### src/cvtreg_pkg.sv
// Constants shared by the converter control register slice
`default_nettype none
package cvtreg_pkg;
  // Register offsets on the serial port
  localparam logic [7:0] OFF_ENABLE_EDGE_DELAYS = 8'h12;
  localparam logic [7:0] OFF_SOFTWARE_RESET_REQUEST = 8'h16;
  localparam logic [7:0] OFF_GENERAL_CONFIGURATION = 8'h17;
  localparam logic [7:0] OFF_TOP_INTERRUPT_FLAGS = 8'h18;
  localparam logic [7:0] OFF_CONVERTER_0_1_FLAGS = 8'h19;
  localparam logic [7:0] OFF_CONVERTER_2_3_FLAGS = 8'h1A;
  localparam logic [7:0] OFF_LIVE_STATUS = 8'h1B;
  // Field positions
  localparam int OFF_DELAY_MSB = 7;
  localparam int OFF_DELAY_LSB = 4;
  localparam int ON_DELAY_MSB = 3;
  localparam int ON_DELAY_LSB = 0;
  localparam int SOFT_RESET_BIT = 0;
  localparam int WARN_SEL_BIT = 3;
  localparam int PD_TWO_BIT = 2;
  localparam int PD_ONE_BIT = 1;
  localparam int SPREAD_BIT = 0;
  localparam int TSD_BIT = 3;
  localparam int TWARN_BIT = 2;
  localparam int RESET_EVT_BIT = 1;
  localparam int LOAD_RDY_BIT = 0;
  // Writable flag masks of the per-converter registers
  localparam logic [7:0] CONV01_MASK = 8'h17;
  localparam logic [7:0] CONV23_MASK = 8'h11;
  // Values after reset
  localparam logic [7:0] RST_DELAYS = 8'h00;
  localparam logic [7:0] RST_CONFIG = 8'h06;
  localparam logic [3:0] RST_TOP_FLAGS = 4'h2;
  // Timing
  localparam int CLK_PERIOD_PS = 5000;
  localparam int DELAY_STEP_US = 1000;
  // One step in clock cycles: microseconds times 1e6 gives picoseconds
  localparam int MS_CYCLES = (DELAY_STEP_US * 1000000) / CLK_PERIOD_PS;
  // Serial port slave address, value is arbitrary
  localparam logic [6:0] DEV_ADDR = 7'h2A;
  typedef enum {SEQ_OFF, SEQ_START_WAIT, SEQ_ON, SEQ_STOP_WAIT} cvtreg_seq_e;
  typedef enum {SP_IDLE, SP_ADDR, SP_ADDR_ACK, SP_PTR, SP_PTR_ACK, SP_WDATA,
    SP_WDATA_ACK, SP_RDATA, SP_RDATA_ACK} cvtreg_sp_e;
endpackage : cvtreg_pkg
`default_nettype wire

### src/cvtreg_serial.sv
// Serial port slave giving byte access to the register slice
`default_nettype none
module cvtreg_serial (
  input wire logic clk,
  input wire logic rst_n,
  input wire logic sreset,
  input wire logic scl_pin,
  input wire logic sda_pin,
  output logic sda_oe_n,
  output logic [7:0] reg_addr,
  output logic [7:0] wr_data,
  output logic wr_stb,
  input wire logic [7:0] rd_data
);
  logic [1:0] scl_sync_r;
  logic [1:0] sda_sync_r;
  logic scl_prev_r;
  logic sda_prev_r;
  logic [7:0] shift_r;
  logic [7:0] tx_r;
  logic [3:0] cnt_r;
  logic rw_r;
  cvtreg_pkg::cvtreg_sp_e st_r;

  wire scl_s = scl_sync_r[1];
  wire sda_s = sda_sync_r[1];
  wire start_c = scl_s & scl_prev_r & sda_prev_r & ~sda_s;
  wire stop_c = scl_s & scl_prev_r & ~sda_prev_r & sda_s;
  wire rise_c = scl_s & ~scl_prev_r;
  wire fall_c = ~scl_s & scl_prev_r;
  wire byte_done = (cnt_r == 4'h8);
  wire receiving = (st_r == cvtreg_pkg::SP_ADDR) ||
    (st_r == cvtreg_pkg::SP_PTR) || (st_r == cvtreg_pkg::SP_WDATA);

  // Pins are asynchronous to CLOCK
  always_ff @(posedge clk or negedge rst_n)
  begin
    if (!rst_n)
    begin
      scl_sync_r <= 2'h3;
      sda_sync_r <= 2'h3;
      scl_prev_r <= 1'b1;
      sda_prev_r <= 1'b1;
    end
    else
    begin
      scl_sync_r <= {scl_sync_r[0], scl_pin};
      sda_sync_r <= {sda_sync_r[0], sda_pin};
      scl_prev_r <= scl_s;
      sda_prev_r <= sda_s;
    end
  end

  always_ff @(posedge clk or negedge rst_n)
  begin
    if (!rst_n)
    begin
      st_r <= cvtreg_pkg::SP_IDLE;
      sda_oe_n <= 1'b1;
      shift_r <= 8'h00;
      tx_r <= 8'h00;
      cnt_r <= 4'h0;
      rw_r <= 1'b0;
      reg_addr <= 8'h00;
      wr_data <= 8'h00;
      wr_stb <= 1'b0;
    end
    else
    begin
      wr_stb <= 1'b0;
      if (sreset || stop_c)
      begin
        st_r <= cvtreg_pkg::SP_IDLE;
        sda_oe_n <= 1'b1;
      end
      else if (start_c)
      begin
        st_r <= cvtreg_pkg::SP_ADDR;
        cnt_r <= 4'h0;
        sda_oe_n <= 1'b1;
      end
      else if (rise_c)
      begin
        if (receiving || st_r == cvtreg_pkg::SP_RDATA)
        begin
          shift_r <= {shift_r[6:0], sda_s};
          cnt_r <= cnt_r + 4'h1;
        end
        else if (st_r == cvtreg_pkg::SP_RDATA_ACK && sda_s)
        begin
          st_r <= cvtreg_pkg::SP_IDLE;
        end
      end
      else if (fall_c)
      begin
        case (st_r)
          cvtreg_pkg::SP_ADDR:
            if (byte_done)
            begin
              if (shift_r[7:1] == cvtreg_pkg::DEV_ADDR)
              begin
                st_r <= cvtreg_pkg::SP_ADDR_ACK;
                rw_r <= shift_r[0];
                sda_oe_n <= 1'b0;
              end
              else
              begin
                st_r <= cvtreg_pkg::SP_IDLE;
              end
            end
          cvtreg_pkg::SP_PTR:
            if (byte_done)
            begin
              reg_addr <= shift_r;
              st_r <= cvtreg_pkg::SP_PTR_ACK;
              sda_oe_n <= 1'b0;
            end
          cvtreg_pkg::SP_WDATA:
            if (byte_done)
            begin
              wr_data <= shift_r;
              wr_stb <= 1'b1;
              st_r <= cvtreg_pkg::SP_WDATA_ACK;
              sda_oe_n <= 1'b0;
            end
          cvtreg_pkg::SP_ADDR_ACK,
          cvtreg_pkg::SP_RDATA_ACK:
          begin
            cnt_r <= 4'h0;
            if (rw_r)
            begin
              st_r <= cvtreg_pkg::SP_RDATA;
              sda_oe_n <= rd_data[7];
              tx_r <= {rd_data[6:0], 1'b0};
            end
            else
            begin
              st_r <= cvtreg_pkg::SP_PTR;
              sda_oe_n <= 1'b1;
            end
          end
          cvtreg_pkg::SP_PTR_ACK,
          cvtreg_pkg::SP_WDATA_ACK:
          begin
            cnt_r <= 4'h0;
            st_r <= cvtreg_pkg::SP_WDATA;
            sda_oe_n <= 1'b1;
            if (st_r == cvtreg_pkg::SP_WDATA_ACK)
            begin
              reg_addr <= reg_addr + 8'h01;
            end
          end
          cvtreg_pkg::SP_RDATA:
            if (byte_done)
            begin
              st_r <= cvtreg_pkg::SP_RDATA_ACK;
              sda_oe_n <= 1'b1;
              reg_addr <= reg_addr + 8'h01;
            end
            else
            begin
              sda_oe_n <= tx_r[7];
              tx_r <= {tx_r[6:0], 1'b0};
            end
          default:
            sda_oe_n <= 1'b1;
        endcase
      end
    end
  end
endmodule : cvtreg_serial
`default_nettype wire

### src/cvtreg_top.sv
// Control and status register slice with enable sequencing
`default_nettype none
module cvtreg_top #(
  parameter int unsigned MS_CYCLES = cvtreg_pkg::MS_CYCLES
) (
  input wire logic CLOCK,
  input wire logic RST_N,
  input wire logic SCL,
  input wire logic SDA_IN,
  output logic SDA_OUT,
  output logic SDA_OE_N,
  input wire logic ENABLE_INPUT_PIN,
  input wire logic ANALOG_SUPPLY_LOW,
  input wire logic DIE_ABOVE_SHUTDOWN,
  input wire logic DIE_ABOVE_125C,
  input wire logic DIE_ABOVE_105C,
  input wire logic LOAD_RESULT_READY,
  input wire logic [3:0] CONV_CURRENT_LIMIT,
  input wire logic CONV0_POWER_GOOD,
  input wire logic CONV0_SHORT_CIRCUIT,
  output logic CONVERTER_ENABLE,
  output logic ENABLE_ONE_PULLDOWN_ON,
  output logic ENABLE_TWO_PULLDOWN_ON,
  output logic SPREAD_SPECTRUM_ON,
  output logic OTP_RELOAD,
  output logic INT_OUT,
  output logic INT_OE_N
);
  localparam int NSYNC = 12;

  function automatic logic hit(input logic [7:0] a, input logic [7:0] off);
    hit = (a == off);
  endfunction : hit

  logic [7:0] delays_r;
  logic [7:0] config_r;
  logic [3:0] top_flags_r;
  logic [7:0] conv01_r;
  logic [7:0] conv23_r;
  logic otp_r;
  logic int_r;
  logic [NSYNC-1:0] meta_r;
  logic [NSYNC-1:0] sync_r;
  logic [NSYNC-1:0] prev_r;
  cvtreg_pkg::cvtreg_seq_e seq_r;
  logic [17:0] ms_cnt_r;
  logic [3:0] step_r;
  logic [7:0] reg_addr;
  logic [7:0] wr_data;
  logic wr_stb;
  logic [7:0] rd_data;

  // Two-stage synchronisers for every asynchronous analog or pin input
  wire [NSYNC-1:0] raw_in = {CONV0_SHORT_CIRCUIT, CONV0_POWER_GOOD,
    CONV_CURRENT_LIMIT, LOAD_RESULT_READY, DIE_ABOVE_105C, DIE_ABOVE_125C,
    DIE_ABOVE_SHUTDOWN, ANALOG_SUPPLY_LOW, ENABLE_INPUT_PIN};
  genvar gi;
  generate
    for (gi = 0; gi < NSYNC; gi = gi + 1)
    begin : g_sync
      always_ff @(posedge CLOCK or negedge RST_N)
      begin
        if (!RST_N)
        begin
          meta_r[gi] <= 1'b0;
          sync_r[gi] <= 1'b0;
          prev_r[gi] <= 1'b0;
        end
        else
        begin
          meta_r[gi] <= raw_in[gi];
          sync_r[gi] <= meta_r[gi];
          prev_r[gi] <= sync_r[gi];
        end
      end
    end
  endgenerate

  wire [NSYNC-1:0] rise = sync_r & ~prev_r;
  wire en_s = sync_r[0];
  wire uv_s = sync_r[1];
  wire tsd_live = sync_r[2];
  wire warn_live = config_r[cvtreg_pkg::WARN_SEL_BIT] ?
    sync_r[4] : sync_r[3];
  wire load_evt = rise[5];
  wire [3:0] ilim_evt = rise[9:6];
  wire pg_evt = rise[10];
  wire sc_evt = rise[11];

  // Register writes
  wire wr_delays = wr_stb && hit(reg_addr, cvtreg_pkg::OFF_ENABLE_EDGE_DELAYS);
  wire wr_cfg = wr_stb && hit(reg_addr, cvtreg_pkg::OFF_GENERAL_CONFIGURATION);
  wire wr_top = wr_stb && hit(reg_addr, cvtreg_pkg::OFF_TOP_INTERRUPT_FLAGS);
  wire wr_c01 = wr_stb && hit(reg_addr, cvtreg_pkg::OFF_CONVERTER_0_1_FLAGS);
  wire wr_c23 = wr_stb && hit(reg_addr, cvtreg_pkg::OFF_CONVERTER_2_3_FLAGS);
  wire soft_req = wr_stb &&
    hit(reg_addr, cvtreg_pkg::OFF_SOFTWARE_RESET_REQUEST) &&
    wr_data[cvtreg_pkg::SOFT_RESET_BIT];
  // Undervoltage holds the slice in restart for as long as it lasts
  wire restart = soft_req || uv_s;

  wire [3:0] on_delay_field =
    delays_r[cvtreg_pkg::ON_DELAY_MSB:cvtreg_pkg::ON_DELAY_LSB];
  wire [3:0] off_delay_field =
    delays_r[cvtreg_pkg::OFF_DELAY_MSB:cvtreg_pkg::OFF_DELAY_LSB];
  wire tsd_flag = top_flags_r[cvtreg_pkg::TSD_BIT];

  // Per-converter pending summaries
  wire [3:0] pending = {conv23_r[4], conv01_r[4], conv23_r[0],
    |(conv01_r & 8'h07)};
  wire [3:0] summary = {pending[3], pending[1], pending[2], pending[0]};

  // Latched flags: a set in the same cycle as a write-one clear wins
  wire [3:0] top_set;
  assign top_set[cvtreg_pkg::TSD_BIT] = tsd_live;
  assign top_set[cvtreg_pkg::TWARN_BIT] = warn_live;
  assign top_set[cvtreg_pkg::RESET_EVT_BIT] = restart;
  assign top_set[cvtreg_pkg::LOAD_RDY_BIT] = load_evt;
  wire [3:0] top_clr = wr_top ? wr_data[3:0] : 4'h0;
  wire [3:0] top_flags_nxt = restart ? top_set :
    ((top_flags_r & ~top_clr) | top_set);
  wire [7:0] c01_set = {3'h0, ilim_evt[1], 1'b0, pg_evt, sc_evt, ilim_evt[0]};
  wire [7:0] c23_set = {3'h0, ilim_evt[3], 3'h0, ilim_evt[2]};
  wire [7:0] c01_nxt = restart ? c01_set : ((conv01_r &
    ~(wr_c01 ? wr_data : 8'h00)) | c01_set) & cvtreg_pkg::CONV01_MASK;
  wire [7:0] c23_nxt = restart ? c23_set : ((conv23_r &
    ~(wr_c23 ? wr_data : 8'h00)) | c23_set) & cvtreg_pkg::CONV23_MASK;

  always_ff @(posedge CLOCK or negedge RST_N)
  begin
    if (!RST_N)
    begin
      delays_r <= cvtreg_pkg::RST_DELAYS;
      config_r <= cvtreg_pkg::RST_CONFIG;
      top_flags_r <= cvtreg_pkg::RST_TOP_FLAGS;
      conv01_r <= 8'h00;
      conv23_r <= 8'h00;
      otp_r <= 1'b0;
      int_r <= 1'b0;
    end
    else
    begin
      otp_r <= restart;
      top_flags_r <= top_flags_nxt;
      conv01_r <= c01_nxt;
      conv23_r <= c23_nxt;
      int_r <= (|top_flags_nxt) || (|c01_nxt) || (|c23_nxt);
      if (restart)
      begin
        delays_r <= cvtreg_pkg::RST_DELAYS;
        config_r <= cvtreg_pkg::RST_CONFIG;
      end
      else
      begin
        if (wr_delays)
        begin
          delays_r <= wr_data;
        end
        if (wr_cfg)
        begin
          config_r <= {4'h0, wr_data[3:0]};
        end
      end
    end
  end

  // Enable sequencer with a millisecond step timer restarted on each edge,
  // so a delay of N steps lasts N ms exactly rather than N-1 to N ms
  wire ms_tick = (ms_cnt_r == 18'(MS_CYCLES - 1));
  wire on_done = (step_r == on_delay_field);
  wire off_done = (step_r == off_delay_field);
  wire seq_start = (seq_r == cvtreg_pkg::SEQ_OFF) && en_s && !tsd_flag;
  wire seq_stop = (seq_r == cvtreg_pkg::SEQ_ON) && !en_s;
  always_ff @(posedge CLOCK or negedge RST_N)
  begin
    if (!RST_N)
    begin
      seq_r <= cvtreg_pkg::SEQ_OFF;
      ms_cnt_r <= 18'h00000;
      step_r <= 4'h0;
    end
    else if (restart || tsd_live || tsd_flag)
    begin
      seq_r <= cvtreg_pkg::SEQ_OFF;
      ms_cnt_r <= 18'h00000;
      step_r <= 4'h0;
    end
    else
    begin
      ms_cnt_r <= (ms_tick || seq_start || seq_stop) ? 18'h00000 :
        ms_cnt_r + 18'h00001;
      if (ms_tick)
      begin
        step_r <= step_r + 4'h1;
      end
      case (seq_r)
        cvtreg_pkg::SEQ_OFF:
          if (seq_start)
          begin
            step_r <= 4'h0;
            seq_r <= cvtreg_pkg::SEQ_START_WAIT;
          end
        cvtreg_pkg::SEQ_START_WAIT:
          if (!en_s)
          begin
            seq_r <= cvtreg_pkg::SEQ_OFF;
          end
          else if (on_done)
          begin
            seq_r <= cvtreg_pkg::SEQ_ON;
          end
        cvtreg_pkg::SEQ_ON:
          if (seq_stop)
          begin
            step_r <= 4'h0;
            seq_r <= cvtreg_pkg::SEQ_STOP_WAIT;
          end
        cvtreg_pkg::SEQ_STOP_WAIT:
          if (en_s)
          begin
            seq_r <= cvtreg_pkg::SEQ_ON;
          end
          else if (off_done)
          begin
            seq_r <= cvtreg_pkg::SEQ_OFF;
          end
        default:
          seq_r <= cvtreg_pkg::SEQ_OFF;
      endcase
    end
  end

  // Read mux; the soft reset register always reads zero
  wire [7:0] top_rd = {summary, top_flags_r};
  wire [7:0] live_rd = {4'h0, tsd_live, warn_live, 2'h0};
  assign rd_data =
    hit(reg_addr, cvtreg_pkg::OFF_ENABLE_EDGE_DELAYS) ? delays_r :
    hit(reg_addr, cvtreg_pkg::OFF_GENERAL_CONFIGURATION) ? config_r :
    hit(reg_addr, cvtreg_pkg::OFF_TOP_INTERRUPT_FLAGS) ? top_rd :
    hit(reg_addr, cvtreg_pkg::OFF_CONVERTER_0_1_FLAGS) ? conv01_r :
    hit(reg_addr, cvtreg_pkg::OFF_CONVERTER_2_3_FLAGS) ? conv23_r :
    hit(reg_addr, cvtreg_pkg::OFF_LIVE_STATUS) ? live_rd :
    8'h00;

  cvtreg_serial u_serial (
    .clk(CLOCK),
    .rst_n(RST_N),
    .sreset(soft_req),
    .scl_pin(SCL),
    .sda_pin(SDA_IN),
    .sda_oe_n(SDA_OE_N),
    .reg_addr(reg_addr),
    .wr_data(wr_data),
    .wr_stb(wr_stb),
    .rd_data(rd_data)
  );

  assign SDA_OUT = 1'b0;
  assign INT_OUT = 1'b0;
  assign INT_OE_N = ~int_r;
  assign OTP_RELOAD = otp_r;
  assign CONVERTER_ENABLE = (seq_r == cvtreg_pkg::SEQ_ON) ||
    (seq_r == cvtreg_pkg::SEQ_STOP_WAIT);
  assign ENABLE_ONE_PULLDOWN_ON = config_r[cvtreg_pkg::PD_ONE_BIT];
  assign ENABLE_TWO_PULLDOWN_ON = config_r[cvtreg_pkg::PD_TWO_BIT];
  assign SPREAD_SPECTRUM_ON = config_r[cvtreg_pkg::SPREAD_BIT];
endmodule : cvtreg_top
`default_nettype wire

### config.mk
export PLATFORM = sky130hd
export DESIGN_NAME = cvtreg_top
export DESIGN_NICKNAME = d
export VERILOG_FILES = /design/src/cvtreg_pkg.sv /design/src/cvtreg_serial.sv /design/src/cvtreg_top.sv
export SDC_FILE = /design/constraint.sdc
export NUM_CORES = 1
export LEC_CHECK = 0
export BUFFER_PORTS_ARGS = -buffer_cell sky130_fd_sc_hd__buf_2
export CAP_MARGIN = 20
export CELL_PAD_IN_SITES_DETAIL_PLACEMENT = 1
export CELL_PAD_IN_SITES_GLOBAL_PLACEMENT = 2
export CORE_AREA = 2 2 102 143
export CTS_BUF_LIST = sky130_fd_sc_hd__clkbuf_4
export DETAILED_ROUTE_END_ITERATION = 12
export DIE_AREA = 0 0 104 145
export PLACE_DENSITY_LB_ADDON = 0.05
export SKIP_LAST_GASP = 1
export SYNTH_ARGS = -nofsm -noshare
export SYNTH_HDL_FRONTEND = slang
export SYNTH_HIERARCHICAL = 1
export SYNTH_SLANG_ARGS = --single-unit
### constraint.sdc
create_clock -name CLOCK -period 7.3 [get_ports CLOCK]
set_input_delay 0.73 -clock CLOCK [delete_from_list [all_inputs] [get_ports CLOCK]]
set_output_delay 0.73 -clock CLOCK [all_outputs]
set_load 0.01 [all_outputs]
# Yosys cells after proc, flatten, opt, wreduce, memory -nomap -nowiden
# Index checks and enable logic that the tools add are counted.
[totals] ff_bits=199 input_bits=16
[classes] eq_ne=51 muxes=73 add_sub_neg=4 n_reduce_logical=53 bitwise_logic=26
[ops] operator="$mux W32" n=17
[ops] operator="$eq A32 B3 Y1 const B" n=7
[ops] operator="$pmux W32 S6" n=1
[ops] operator="$eq A32 B2 Y1 const B" n=5
[ops] operator="$eq A32 B4 Y1 const B" n=4
[ops] operator="$pmux W32 S4" n=1
[ops] operator="$mux W8" n=12
[ops] operator="$eq A32 B1 Y1 const B" n=2
[ops] operator="$logic_not A32 Y1" n=2
[ops] operator="$eq A8 B5 Y1 const B" n=7
[ops] operator="$mux W4" n=12
[ops] operator="$mux W18" n=2
[ops] operator="$eq A32 B5 Y1 const B" n=1
[ops] operator="$mux W5" n=6
[ops] operator="$pmux W8 S3" n=1
[ops] operator="$ne A5 B1 Y1 const B" n=4
[ops] operator="$add A18 B1 Y18 const B" n=1
[ops] operator="$eq A18 B18 Y1 const B" n=1
[ops] operator="$mux W1" n=16
[ops] operator="$pmux W8 S2" n=1
[ops] operator="$reduce_and A8 Y1" n=2
[ops] operator="$reduce_or A8 Y1" n=2
[ops] operator="$reduce_and A7 Y1" n=2
[ops] operator="$and A12 B12 Y12" n=1
[ops] operator="other kinds (38)" n=97

# Logic depth before layout (Yosys ltp)
# Gate-level depths: netlist (run 1).
[logic_depth] depth_word=13 ltp_mapped=10 mapped_depth_nobuf=7

# Hierarchy
# Netlist (run 1), hierarchy kept.
[modules_own_cells] mod="cvtreg_top" area_each_um2=3474.6 instances=1 seq_area_each_um2=1980.6 cells_per_inst=323
[modules_own_cells] mod="cvtreg_serial" area_each_um2=2613.8 instances=1 seq_area_each_um2=1209.9 cells_per_inst=240

# Worst setup path before layout (run 1)
# Ideal clock, no wire load.
[synth_path] path_kind="register to register" start="reg u_serial.reg_addr[7]" end="reg int_r" path_buffers=0 required_time_ns=7.161 stages_incl_launch_ff=6 period_less_slack_ns=2.589 arrival_ns=2.451 slack_ns=4.711 setup_ns=0.139 cell_sequence="dfrtp_1 or4b_1 or4_1 a31o_1 a311o_1 or4_1"
[synth_via] elab_chain_len=10
[synth_rtl] item="start: declaration" line="cvtreg_serial.sv:10" rtl="output logic [7:0] reg_addr,"
[synth_rtl] item="start signal: assignment" line="cvtreg_serial.sv:114" rtl="reg_addr <= shift_r;"
[synth_rtl] item="start signal: assignment" line="cvtreg_serial.sv:150" rtl="reg_addr <= reg_addr + 8'h01;"
[synth_rtl] item="start signal: assignment" line="cvtreg_serial.sv:158" rtl="reg_addr <= reg_addr + 8'h01;"
[synth_rtl] item="$eq A8 B5 Y1" line="cvtreg_top.sv:32" rtl="hit = (a == off);"
[synth_rtl] item="$logic_and A1 B1 Y1" line="cvtreg_top.sv:93" rtl="wire wr_top = wr_stb && hit(reg_addr, cvtreg_pkg::OFF_TOP_INTERRUPT_FLAGS);"
[synth_rtl] item="$mux W4" line="cvtreg_top.sv:119" rtl="wire [3:0] top_clr = wr_top ? wr_data[3:0] : 4'h0;"
[synth_rtl] item="$not A4 Y4" line="cvtreg_top.sv:121" rtl="((top_flags_r & ~top_clr) | top_set);"
[synth_rtl] item="$and A4 B4 Y4" line="cvtreg_top.sv:121"
[synth_rtl] item="$or A4 B4 Y4" line="cvtreg_top.sv:121"
[synth_rtl] item="$mux W4 (*)" line="cvtreg_top.sv:120" rtl="wire [3:0] top_flags_nxt = restart ? top_set :"
[synth_rtl] item="via top_flags_nxt[2]" line="cvtreg_top.sv:120"
[synth_rtl] item="$reduce_or A4 Y1 (*)" line="cvtreg_top.sv:147" rtl="int_r <= (|top_flags_nxt) || (|c01_nxt) || (|c23_nxt);"
[synth_rtl] item="$logic_or A1 B1 Y1 (*) (2 in a row)" line="cvtreg_top.sv:147"
[synth_rtl] item="end signal: assignment" line="cvtreg_top.sv:147"
[synth_rtl] item="end: declaration" line="cvtreg_top.sv:41" rtl="logic int_r;"
# Mark *: on every way through the listed nets, which the timed path passes. The rest lies on a longest branch.
# A chain may end at the register's enable or synchronous reset.

# Worst setup path after layout (run 1)
# Ends and elaborated chain as after synthesis.

==> results.toml, run 1 <==
[run_status]
outcome = "completed"

[synth]
syn_inst = 563
synth_ff_type = "dfrtp_1"
yosys_warnings = 6
synth_seq_cells = 127
synth_edf_count = 0
avgSynthCellArea_sq_um = 10.8
syn_area_sq_um = 6090
synthArstFlopShare_pct = 100
ys_types = 74
ys_seq_area_share_pct = 52.4

[critical_path]
crit_path_max_fanout = 10
worstPathArrival_ps = 3310
start_kind = "flip-flop"
criticalPathCategory = "reg2reg"
worstSetupEndpointType = "flip-flop"
required_ps = 7720

[sta]
setup_violations = 0
skew_ps = 25.5
maxSlewHeadroom_pct = 39.9
finalMaxSlewViolations = 0
period_share_pct = 39.7
max_freq_mhz = 345
rsz0062_at_grt = "no"
finalHoldViolCount = 0
setup_tns_ps = 0
period_needed_ps = 2900
tightest_slew_ps = 899
holdWs_ps = 136

[drt]
wirelength_mm = 15.0
ant_nets = 0
drt_iter0_markers = 186
drt_pass1_iterations = 4
wl_per_cell_um = 19.3
vias = 4334
vias_per_cell = 5.56
drc_errors = 0

[floorplan]
rows = 51
die_width_um = 104
start_util_pct = 44.2
die_height_um = 145
fp.dieArea_sq_um = 15100
core_sq_um = 13800
io_pins = 25

[power_and_ir_drop]
powerDensity_nw_per_um2 = 226
switching_power_uw = 405
internal-power_mw = 1.10
peakVddDrop_v = 0.000134
total_power_mw = 1.50
p_sw_share_pct = 26.9
p_seq_share_pct = 53.0
pwr-share-comb_pct = 7.1
p_clk_share_pct = 39.9
p_leak_nw = 2.92

[global_route]
grtUsageTotal_pct = 21.2
grt_pass1_vias = 4865
antenna_found_initial = 1
grt_max_degree = 71
grt_overflow = 0
grt_pass1_wl_mm = 25.1

[placed_design]
hpwl_mm = 10.8
place_congestion = 0.849
io_buffers = 22
dp_cells = 746
placed_area_sq_um = 6300

[run]
cap_viol_max_count = 0

[clocking]
cts_setup_buffers = 0
cts_buffer_depth = 2
cts.sinks = 127
cts.repair.resized = 0
cts_hold_buf = 0
h-tree-depth = 4
path_clk_slew_ps = 140
clockRootBuffer = "clkbuf_4"
cts_tree = "built"
insertion_delay_ps = 530
cts_made_buffers = 17

[layout]
syn2layout_area_growth_pct = 9.43
layout-drive-gt1-share_pct = 18.4
stdcell_area_sq_um = 6660
final_common_cell = "dfrtp_1"
stdcell_count = 779
mostFrequentLayoutCells = "dfrtp_1 (117), nand2_1 (45), nor2_1 (42)"
final_net_count = 601

[hold_path]
holdCritPathClass = "in2async"
==> power groups by stage <==
| stage | registers [mW] | clock network (mW) | logic, mW |
|---|---|---|---|
| 4_1_cts | 0.800 | 0.619 | 0.108 |
| 2_1_floorplan | 0.779 | 0 | 0.0785 |
| 5_1_grt | 0.804 | 0.650 | 0.121 |
| 3_5_place_dp | 0.813 | 0 | 0.107 |
| 3_3_place_gp | 0.812 | 0 | 0.103 |
| 6_report | 0.798 | 0.601 | 0.106 |
==> worst max-delay path, cell delays in order, from the launching register on <==
cell and delay [ps]:
dfrtp_1 450, nor4b_2 820, a41oi_4 360, a31o_1 310, a311o_1 340, or4_1 520
==> metrics by stage <==
| step | utilization, % | setup slack, ps |
|---|---|---|
| after floorplan | - | 4710 |
| after global placement | 45.7 | 4520 |
| after detailed placement | 45.7 | 4420 |
| after CTS | 48.3 | 4430 |
| after global routing | 48.3 | 4280 |
| final | 48.3 | 4400 |
==> sequential cells by signal, indices dropped and copies added (netlist names), 4 cells and up <==
signal             cells
ms_cnt_r              18
meta_r                12
sync_r                 9
delays_r               8
u_serial/reg_addr      8
u_serial/shift_r       8
u_serial/wr_data       8
prev_r                 7
u_serial/tx_r          7
config_r               4
conv01_r               4
step_r                 4
top_flags_r            4
u_serial/cnt_r         4
u_serial/st_r          4
==> worst paths after layout <==
| path | from | end | cells past startpoint | slack [ps] |
|---|---|---|---|---|
| worst min register to register | meta_r[8]$_DFF_PN0_ | sync_r[8]$_DFF_PN0_ | 0 | 350 |
| max in group asynchronous | RST_N | delays_r[6]$_DFFE_PN0P_ | 2 | 5860 |
| worst max-delay path | u_serial/reg_addr[7]$_DFFE_PN0P_ | int_r$_DFF_PN0_ | 5 | 4400 |
| worst min-delay path | RST_N | u_serial/reg_addr[2]$_DFFE_PN0P_ | 1 | 140 |
| worst max register to register | u_serial/reg_addr[7]$_DFFE_PN0P_ | int_r$_DFF_PN0_ | 5 | 4400 |
| min in group CLOCK | SCL | u_serial/scl_sync_r[0]$_DFF_PN1_ | 1 | 300 |
==> cell type report <==
class                   count  area [sq um]
diodes                      1          2.50
multi-input cells         387          2670
repair buffers             23           124
inverters                  24          90.1
clock inverters            15           231
clock buffers              17           128
fillers                  1538          7120
well taps                 185           231
flip-flops and latches    127          3190
==> synth_stat cells (all sizes together), types with 7 or more instances <==
library cell  number  area, sq um
a22o               9         78.8
dfrtp            117         2930
o21ai             21          109
o22ai              7         43.8
nand2             45          169
dfstp             10          263
clkbuf            12         45.0
nor3               7         35.0
nand2b            10         62.6
nand4              7         43.8
a21oi             16         91.3
nand3             36          185
nor2              42          158
o211ai             8         60.1
xnor2             11         96.3
inv               24         90.1
mux2i             14          140
xor2              17          149
nor2b             10         62.6
buf               14          101
mux2              24          270
==> cell families (layout without fill, tap and decap cells) <==
logic type	after synthesis	count (layout)	share of synthesized area, %
multiplexers	38	38	6.74
adder cells (fa/ha/maj)	5	5	1.03
other	1	3	0.0616
buffers and inverters	50	79	3.88
flip-flops	127	127	52.4
AND/OR/NAND/NOR	210	210	19.2
AO/OA/AOI/OAI	104	104	12.6
XOR/XNOR	28	28	4.03
==> per-layer routing <==
metal / vias up / part of all wire (%) / GRT usage (%) / routed length [um]
li1: 2055 / - / - / -
met4: 0 / 3.1 / 9.12 / 466
met3: 30 / 2.0 / 3.86 / 293
met1: 2193 / 42 / 25.0 / 6330
met2: 56 / 53 / 37.4 / 7910
met5: - / 0 / 0 / 0
(Power assumes the default switching activity.)
==> run 2: changes to the inputs <==
Settings changed: ABC_AREA set to 1, CORE_AREA 2 2 102 143 to 2 2 109 153, DIE_AREA 0 0 104 145 to 0 0 111 155.
Clock period 7.3 ns to 2.9 ns, I/O delays scaled along.
==> run 2 against run 1 <==
Effect of this change:
- first-iteration DRC count stayed put
- synthesized area is 2.5% higher
- core utilization is 4.3 points lower
- maximum frequency is 40% higher
- largest cell class unchanged
==> results.toml, run 2 <==
[run_status]
outcome = "completed"

[layout]
fillCellCount = 1917
stdcell_count = 990
syn2layout_area_growth_pct = 12.2
largestRegisters = "ms_cnt_r x18, meta_r x12, sync_r x9"
mostFrequentLayoutCells = "nand2_1 (173), dfrtp_1 (117), inv_1 (85)"
final_common_cell = "nand2_1"
final_net_count = 798
top_register = "ms_cnt_r"
largest_register_ffs = 18
finish.utilization_pct = 44.0
layout-drive-gt1-share_pct = 14.9

[synth]
synth.most_common_cell = "nand2_1"
syn_area_sq_um = 6240
ys_seq_area_share_pct = 51.1
synth_area_leaders = "dfrtp_1 (47%), nand2_1 (10%), inv_1 (5.1%)"
synth_seq_cells = 127
avgSynthCellArea_sq_um = 8.53
syn_inst = 731
synth_ff_type = "dfrtp_1"
netlist_top_cells_count = "nand2_1 (173), dfrtp_1 (117), inv_1 (85), nor2_1 (84), nand3_1 (43)"
synth_edf_count = 0
synth_largest_area_cell = "dfrtp_1"
yosys_warnings = 6
ys_types = 48
yosysTopAreaCellShare_pct = 46.9
synthArstFlopShare_pct = 100

[drt]
wl_per_cell_um = 16.6
wl_met1_mm = 6.55
wirelength_mm = 16.4
drt_iter0_markers = 186
ant_nets = 0
maxUsedRoutingLayer = "met4"
vias_per_cell = 4.96
drt_pass1_iterations = 4
dr_wl_met3_um = 334
drc_errors = 0
vias = 4910
dr_wl_met2_mm = 9.16

[sta]
period_share_pct = 71.2
setup_violations = 0
finalHoldViolCount = 0
layout_setup_ws_ps = 837
rsz0062_at_grt = "no"
skew_ps = 17.2
maxSlewHeadroom_pct = 60.2
max_freq_mhz = 485
finalMaxSlewViolations = 0
tightest_slew_ps = 596
holdWs_ps = 279
period_needed_ps = 2060
setup_tns_ps = 0

[floorplan]
rows = 55
start_util_pct = 39.2
core_sq_um = 15900
fp.dieArea_sq_um = 17200
io_pins = 25
die_width_um = 111
die_height_um = 155

[clocking]
cts_buffer_depth = 2
insertion_delay_ps = 540
h-tree-depth = 4
cts.repair.resized = 0
path_clk_slew_ps = 120
cts_made_buffers = 17
clockRootBuffer = "clkbuf_4"
cts.sinks = 127
cts_tree = "built"

[placed_design]
post-place-ws_ps = 834
io_buffers = 22
hpwl_mm = 12.7
place_congestion = 0.867
dp_cells = 942

[critical_path]
start_kind = "flip-flop"
required_ps = 3360
worstPathArrival_ps = 2530
worstSetupEndpointType = "flip-flop"
criticalPathCategory = "reg2reg"
crit_path_max_fanout = 13

[power_and_ir_drop]
pwr-share-comb_pct = 9.2
powerDensity_nw_per_um2 = 514
p_leak_nw = 3.24
p_sw_share_pct = 27.8
peakVddDrop_v = 0.000247
p_seq_share_pct = 54.1
switching_power_uw = 999
p_clk_share_pct = 36.6
internal-power_mw = 2.60

[global_route]
antenna_found_initial = 1
grt_pass1_vias = 5352
grt_max_degree = 61
grt_pass1_wl_mm = 27.5
grtUsageTotal_pct = 20.4
grt_overflow = 0

[hold_path]
holdCritPathClass = "in2async"

[run]
cap_viol_max_count = 0
[run 2: cell types whose count changed after synthesis, moves of 9 or more]
cell | previous run | this run
clkbuf_1 | 12 | 3
inv_1 | 24 | 85
mux2_2 | 24 | 0
nand2_1 | 45 | 173
nand2_2 | 0 | 11
nand2b_1 | 10 | 0
nor2_1 | 42 | 84
nor2b_1 | 10 | 0
nor3_1 | 7 | 17
o21ai_0 | 20 | 40
o21ai_1 | 0 | 11
[run 2: what timing repair did]
| item | CTS | global route |
|---|---|---|
| hold endpoints to repair | 65 | 0 |
| hold buffers | 15 | 0 |
| buffers inserted | 0 | 0 |
[run 2: routing by layer]
layer	up-vias	global-route usage, %
met5	-	0
met4	0	6.85
met3	20	3.78
met2	60	38.8
met1	2393	22.7
li1	2437	-
[run 2: worst max-delay path, cell delays in order, from the launching register on]
cell and delay (ps):
dfrtp_1 440, inv_1 70, nand2_1 70, nor2_4 300
nand3_4 150, inv_1 190, nor2_4 80, nand2_1 70
nor2_1 50, nand2_2 130, clkinv_2 170, nand2_1 130
nand2_1 60, o21ai_1 80
[run 2: worst paths after layout]
check	from	depth (start not counted)	end	slack, ps
worst max-delay path	u_serial/reg_addr[5]$_DFFE_PN0P_	13	u_serial/reg_addr[7]$_DFFE_PN0P_	840
worst min register to register	meta_r[8]$_DFF_PN0_	0	sync_r[8]$_DFF_PN0_	360
worst max register to register	u_serial/reg_addr[5]$_DFFE_PN0P_	13	u_serial/reg_addr[7]$_DFFE_PN0P_	840
worst min-delay path	RST_N	2	ms_cnt_r[14]$_DFF_PN0_	280
min in group CLOCK	meta_r[8]$_DFF_PN0_	0	sync_r[8]$_DFF_PN0_	360
max in group asynchronous	RST_N	3	config_r[2]$_DFFE_PN1P_	1830
[run 2: cell families (layout without fill, tap and decap cells)]
logic type,Yosys count,after routing,synth area share (%)
DFF,127,127,51.1
muxes,6,6,0.963
buffers and inverters,106,164,7.22
other,1,3,0.0601
adders and majority gates,5,5,1.00
and+or+nand+nor,373,373,27.5
AOI/OAI and AO/OA,85,85,8.16
xor gates and xnor gates,28,28,3.93
[run 2: power groups by stage]
stage / Clock [mW] / Sequential, mW / Combinational (mW)
after global placement: 0 / 1.98 / 0.312
after floorplan: 0 / 1.96 / 0.192
after CTS: 1.37 / 1.95 / 0.342
final: 1.32 / 1.95 / 0.332
after detailed placement: 0 / 1.98 / 0.323
after global routing: 1.45 / 1.96 / 0.381
[run 2: stage by stage]
stage          instance area (sq um)  power, mW
3_3_place_gp                    6540       2.29
3_5_place_dp                    6540       2.31
2_1_floorplan                   6240       2.15
5_1_grt                         7000       3.79
6_report                        7000       3.60
4_1_cts                         6990       3.66
[run 2: layout make-up]
class	count	area, sq um	area share [%]
repair buffers	39	294	4.20
clock buffers	19	143	2.04
flip-flops and latches	127	3190	45.6
inverters	93	350	5.01
clock inverters	13	166	2.38
well taps	199	249	3.56
diodes	1	2.50	0.0358
multi-input cells	499	2600	37.2
==> run 3: changes to the inputs <==
Clock period 2.9 ns to 2.1 ns, I/O delays scaled along.
==> run 3 against run 2 <==
Effect of this change:
- final cell count rose by 0.81%
- flip-flop and latch count did not move
- sequential power rose by 38%
- first-iteration DRC count fell by 8.1%
- die area did not move
- worst hold slack got worse by 99 ps
- clock power rose by 17%
- sequential share of layout area fell by 0.14 points
- largest power group unchanged
==> results.toml, run 3 (same netlist as run 2, synthesis figures left out) <==
[run_status]
outcome = "completed"

[power_and_ir_drop]
switching_power_mw = 1.46
total_power_mw = 4.70
p_seq_share_pct = 57.2
internal-power_mw = 3.24
powerDensity_nw_per_um2 = 670
p_sw_share_pct = 31.0
peakVddDrop_v = 0.000363
p_leak_nw = 3.26
pwr-share-comb_pct = 10.1
p_clk_share_pct = 32.7

[critical_path]
worstSetupEndpointType = "flip-flop"
worstPathArrival_ps = 2300
crit_path_max_fanout = 8
criticalPathCategory = "reg2reg"
required_ps = 2540
start_kind = "flip-flop"

[placed_design]
hpwl_mm = 12.6
post-place-ws_ps = 78.0
io_buffers = 22
place_congestion = 0.864

[drt]
wirelength_mm = 16.3
wl_per_cell_um = 16.4
ant_nets = 0
drt_pass1_iterations = 4
vias = 5008
vias_per_cell = 5.02
drc_errors = 0
drt_iter0_markers = 171

[sta]
setup_tns_ps = 0
skew_ps = 19.8
setup_violations = 0
finalHoldViolCount = 0
period_needed_ps = 1860
max_freq_mhz = 538
layout_setup_ws_ps = 242
finalMaxSlewViolations = 0
rsz0062_at_grt = "no"
period_share_pct = 88.5
maxSlewHeadroom_pct = 64.5
tightest_slew_ps = 532

[clocking]
path_clk_slew_ps = 130
clockRootBuffer = "clkbuf_4"
cts_made_buffers = 17
cts_tree = "built"
cts_buffer_depth = 2
cts.sinks = 127
h-tree-depth = 4
insertion_delay_ps = 560

[layout]
layout-drive-gt1-share_pct = 15.8
mostFrequentLayoutCells = "nand2_1 (173), dfrtp_1 (117), inv_1 (84), nor2_1 (84), nand3_1 (43)"
top_register = "ms_cnt_r"
largest_register_ffs = 18
syn2layout_area_growth_pct = 12.5
final_net_count = 806
final_common_cell = "nand2_1"
largestRegisters = "ms_cnt_r x18, meta_r x12, sync_r x9"

[floorplan]
start_util_pct = 39.2
core_sq_um = 15900
die_width_um = 111
fp.dieArea_sq_um = 17200
io_pins = 25
rows = 55
die_height_um = 155

[run]
cap_viol_max_count = 0

[global_route]
antenna_found_initial = 1
grt_max_degree = 51
grt_pass1_wl_mm = 27.5
grt_pass1_vias = 5489
grt_overflow = 0
grtUsageTotal_pct = 20.4

[hold_path]
holdCritPathClass = "in2async"
## run 3: changes by cell type in the layout (fill, tap and decap cells not counted), moves of 2 or more
cell and delta:
bufinv_16 -3, buf_4 +7, inv_6 +4, inv_8 +2, clkbuf_4 -2, clkinv_2 -3
## run 3: worst max-delay path, cell delays in order, from the launching register on
cell	delay [ps]
dfrtp_1	440
inv_1	70
nand2_1	80
nor2_4	210
buf_4	190
nand3_1	140
o21ai_0	250
nand4_1	120
nor2_1	160
nand3_1	100
## run 3: area by class of cell
class / instances / area [sq um]
clock buffer: 17 / 128
fill: 1938 / 8880
clock inverter: 15 / 129
sequential: 127 / 3190
tap: 199 / 249
antenna: 1 / 2.50
inverter: 93 / 352
timing repair buffer: 47 / 367
multi-input combinational: 499 / 2600
## run 3: power groups by stage
| stage | registers (mW) | logic (mW) | clock network (mW) |
|---|---|---|---|
| after floorplan | 2.70 | 0.266 | 0 |
| after global placement | 2.73 | 0.449 | 0 |
| after detailed placement | 2.74 | 0.467 | 0 |
| after CTS | 2.69 | 0.491 | 1.62 |
| after global routing | 2.71 | 0.545 | 1.72 |
| final | 2.69 | 0.474 | 1.54 |
## run 3: path summary, 6_finish.rpt
| kind | to | from | cells after the start | slack [ps] |
|---|---|---|---|---|
| hold reg to reg | sync_r[8]$_DFF_PN0_ | meta_r[8]$_DFF_PN0_ | 0 | 360 |
| hold / removal | ms_cnt_r[9]$_DFF_PN0_ | RST_N | 2 | 180 |
| min in group CLOCK | meta_r[1]$_DFF_PN0_ | ANALOG_SUPPLY_LOW | 2 | 280 |
| setup / recovery | int_r$_DFF_PN0_ | u_serial/reg_addr[5]$_DFFE_PN0P_ | 9 | 240 |
| max in group asynchronous | u_serial/sda_oe_n$_DFFE_PN1P_ | RST_N | 3 | 1250 |
| setup reg to reg | int_r$_DFF_PN0_ | u_serial/reg_addr[5]$_DFFE_PN0P_ | 9 | 240 |
## run 3: layer usage
metal / wire, um / up-vias / GRT usage, % / share of wire [%]
met4: 475 / 0 / 8.99 / 2.9
met3: 350 / 27 / 4.29 / 2.1
met2: 9010 / 61 / 38.5 / 55
met5: 0 / - / 0 / 0
met1: 6500 / 2476 / 21.9 / 40
li1: - / 2444 / - / -
## run 3: metrics by stage
step                      instance area [sq um]  utilization [%]  cells  hold WS, ps
after detailed placement                   6600             41.5    949          216
final                                      7020             44.1    998          180
after floorplan                            6240                -    732        -85.6
after CTS                                  7010             44.1    996          153
after global placement                     6600             41.5    949          209
after global routing                       7020             44.1    998          182
## run 3: what timing repair did
item                                    in CTS  in global routing
hold endpoints to repair                    77                  0
endpoints found under the setup margin       0                 26
hold buffers                                15                  0
resized for setup                            0                  2
setup buffers                                0                  1
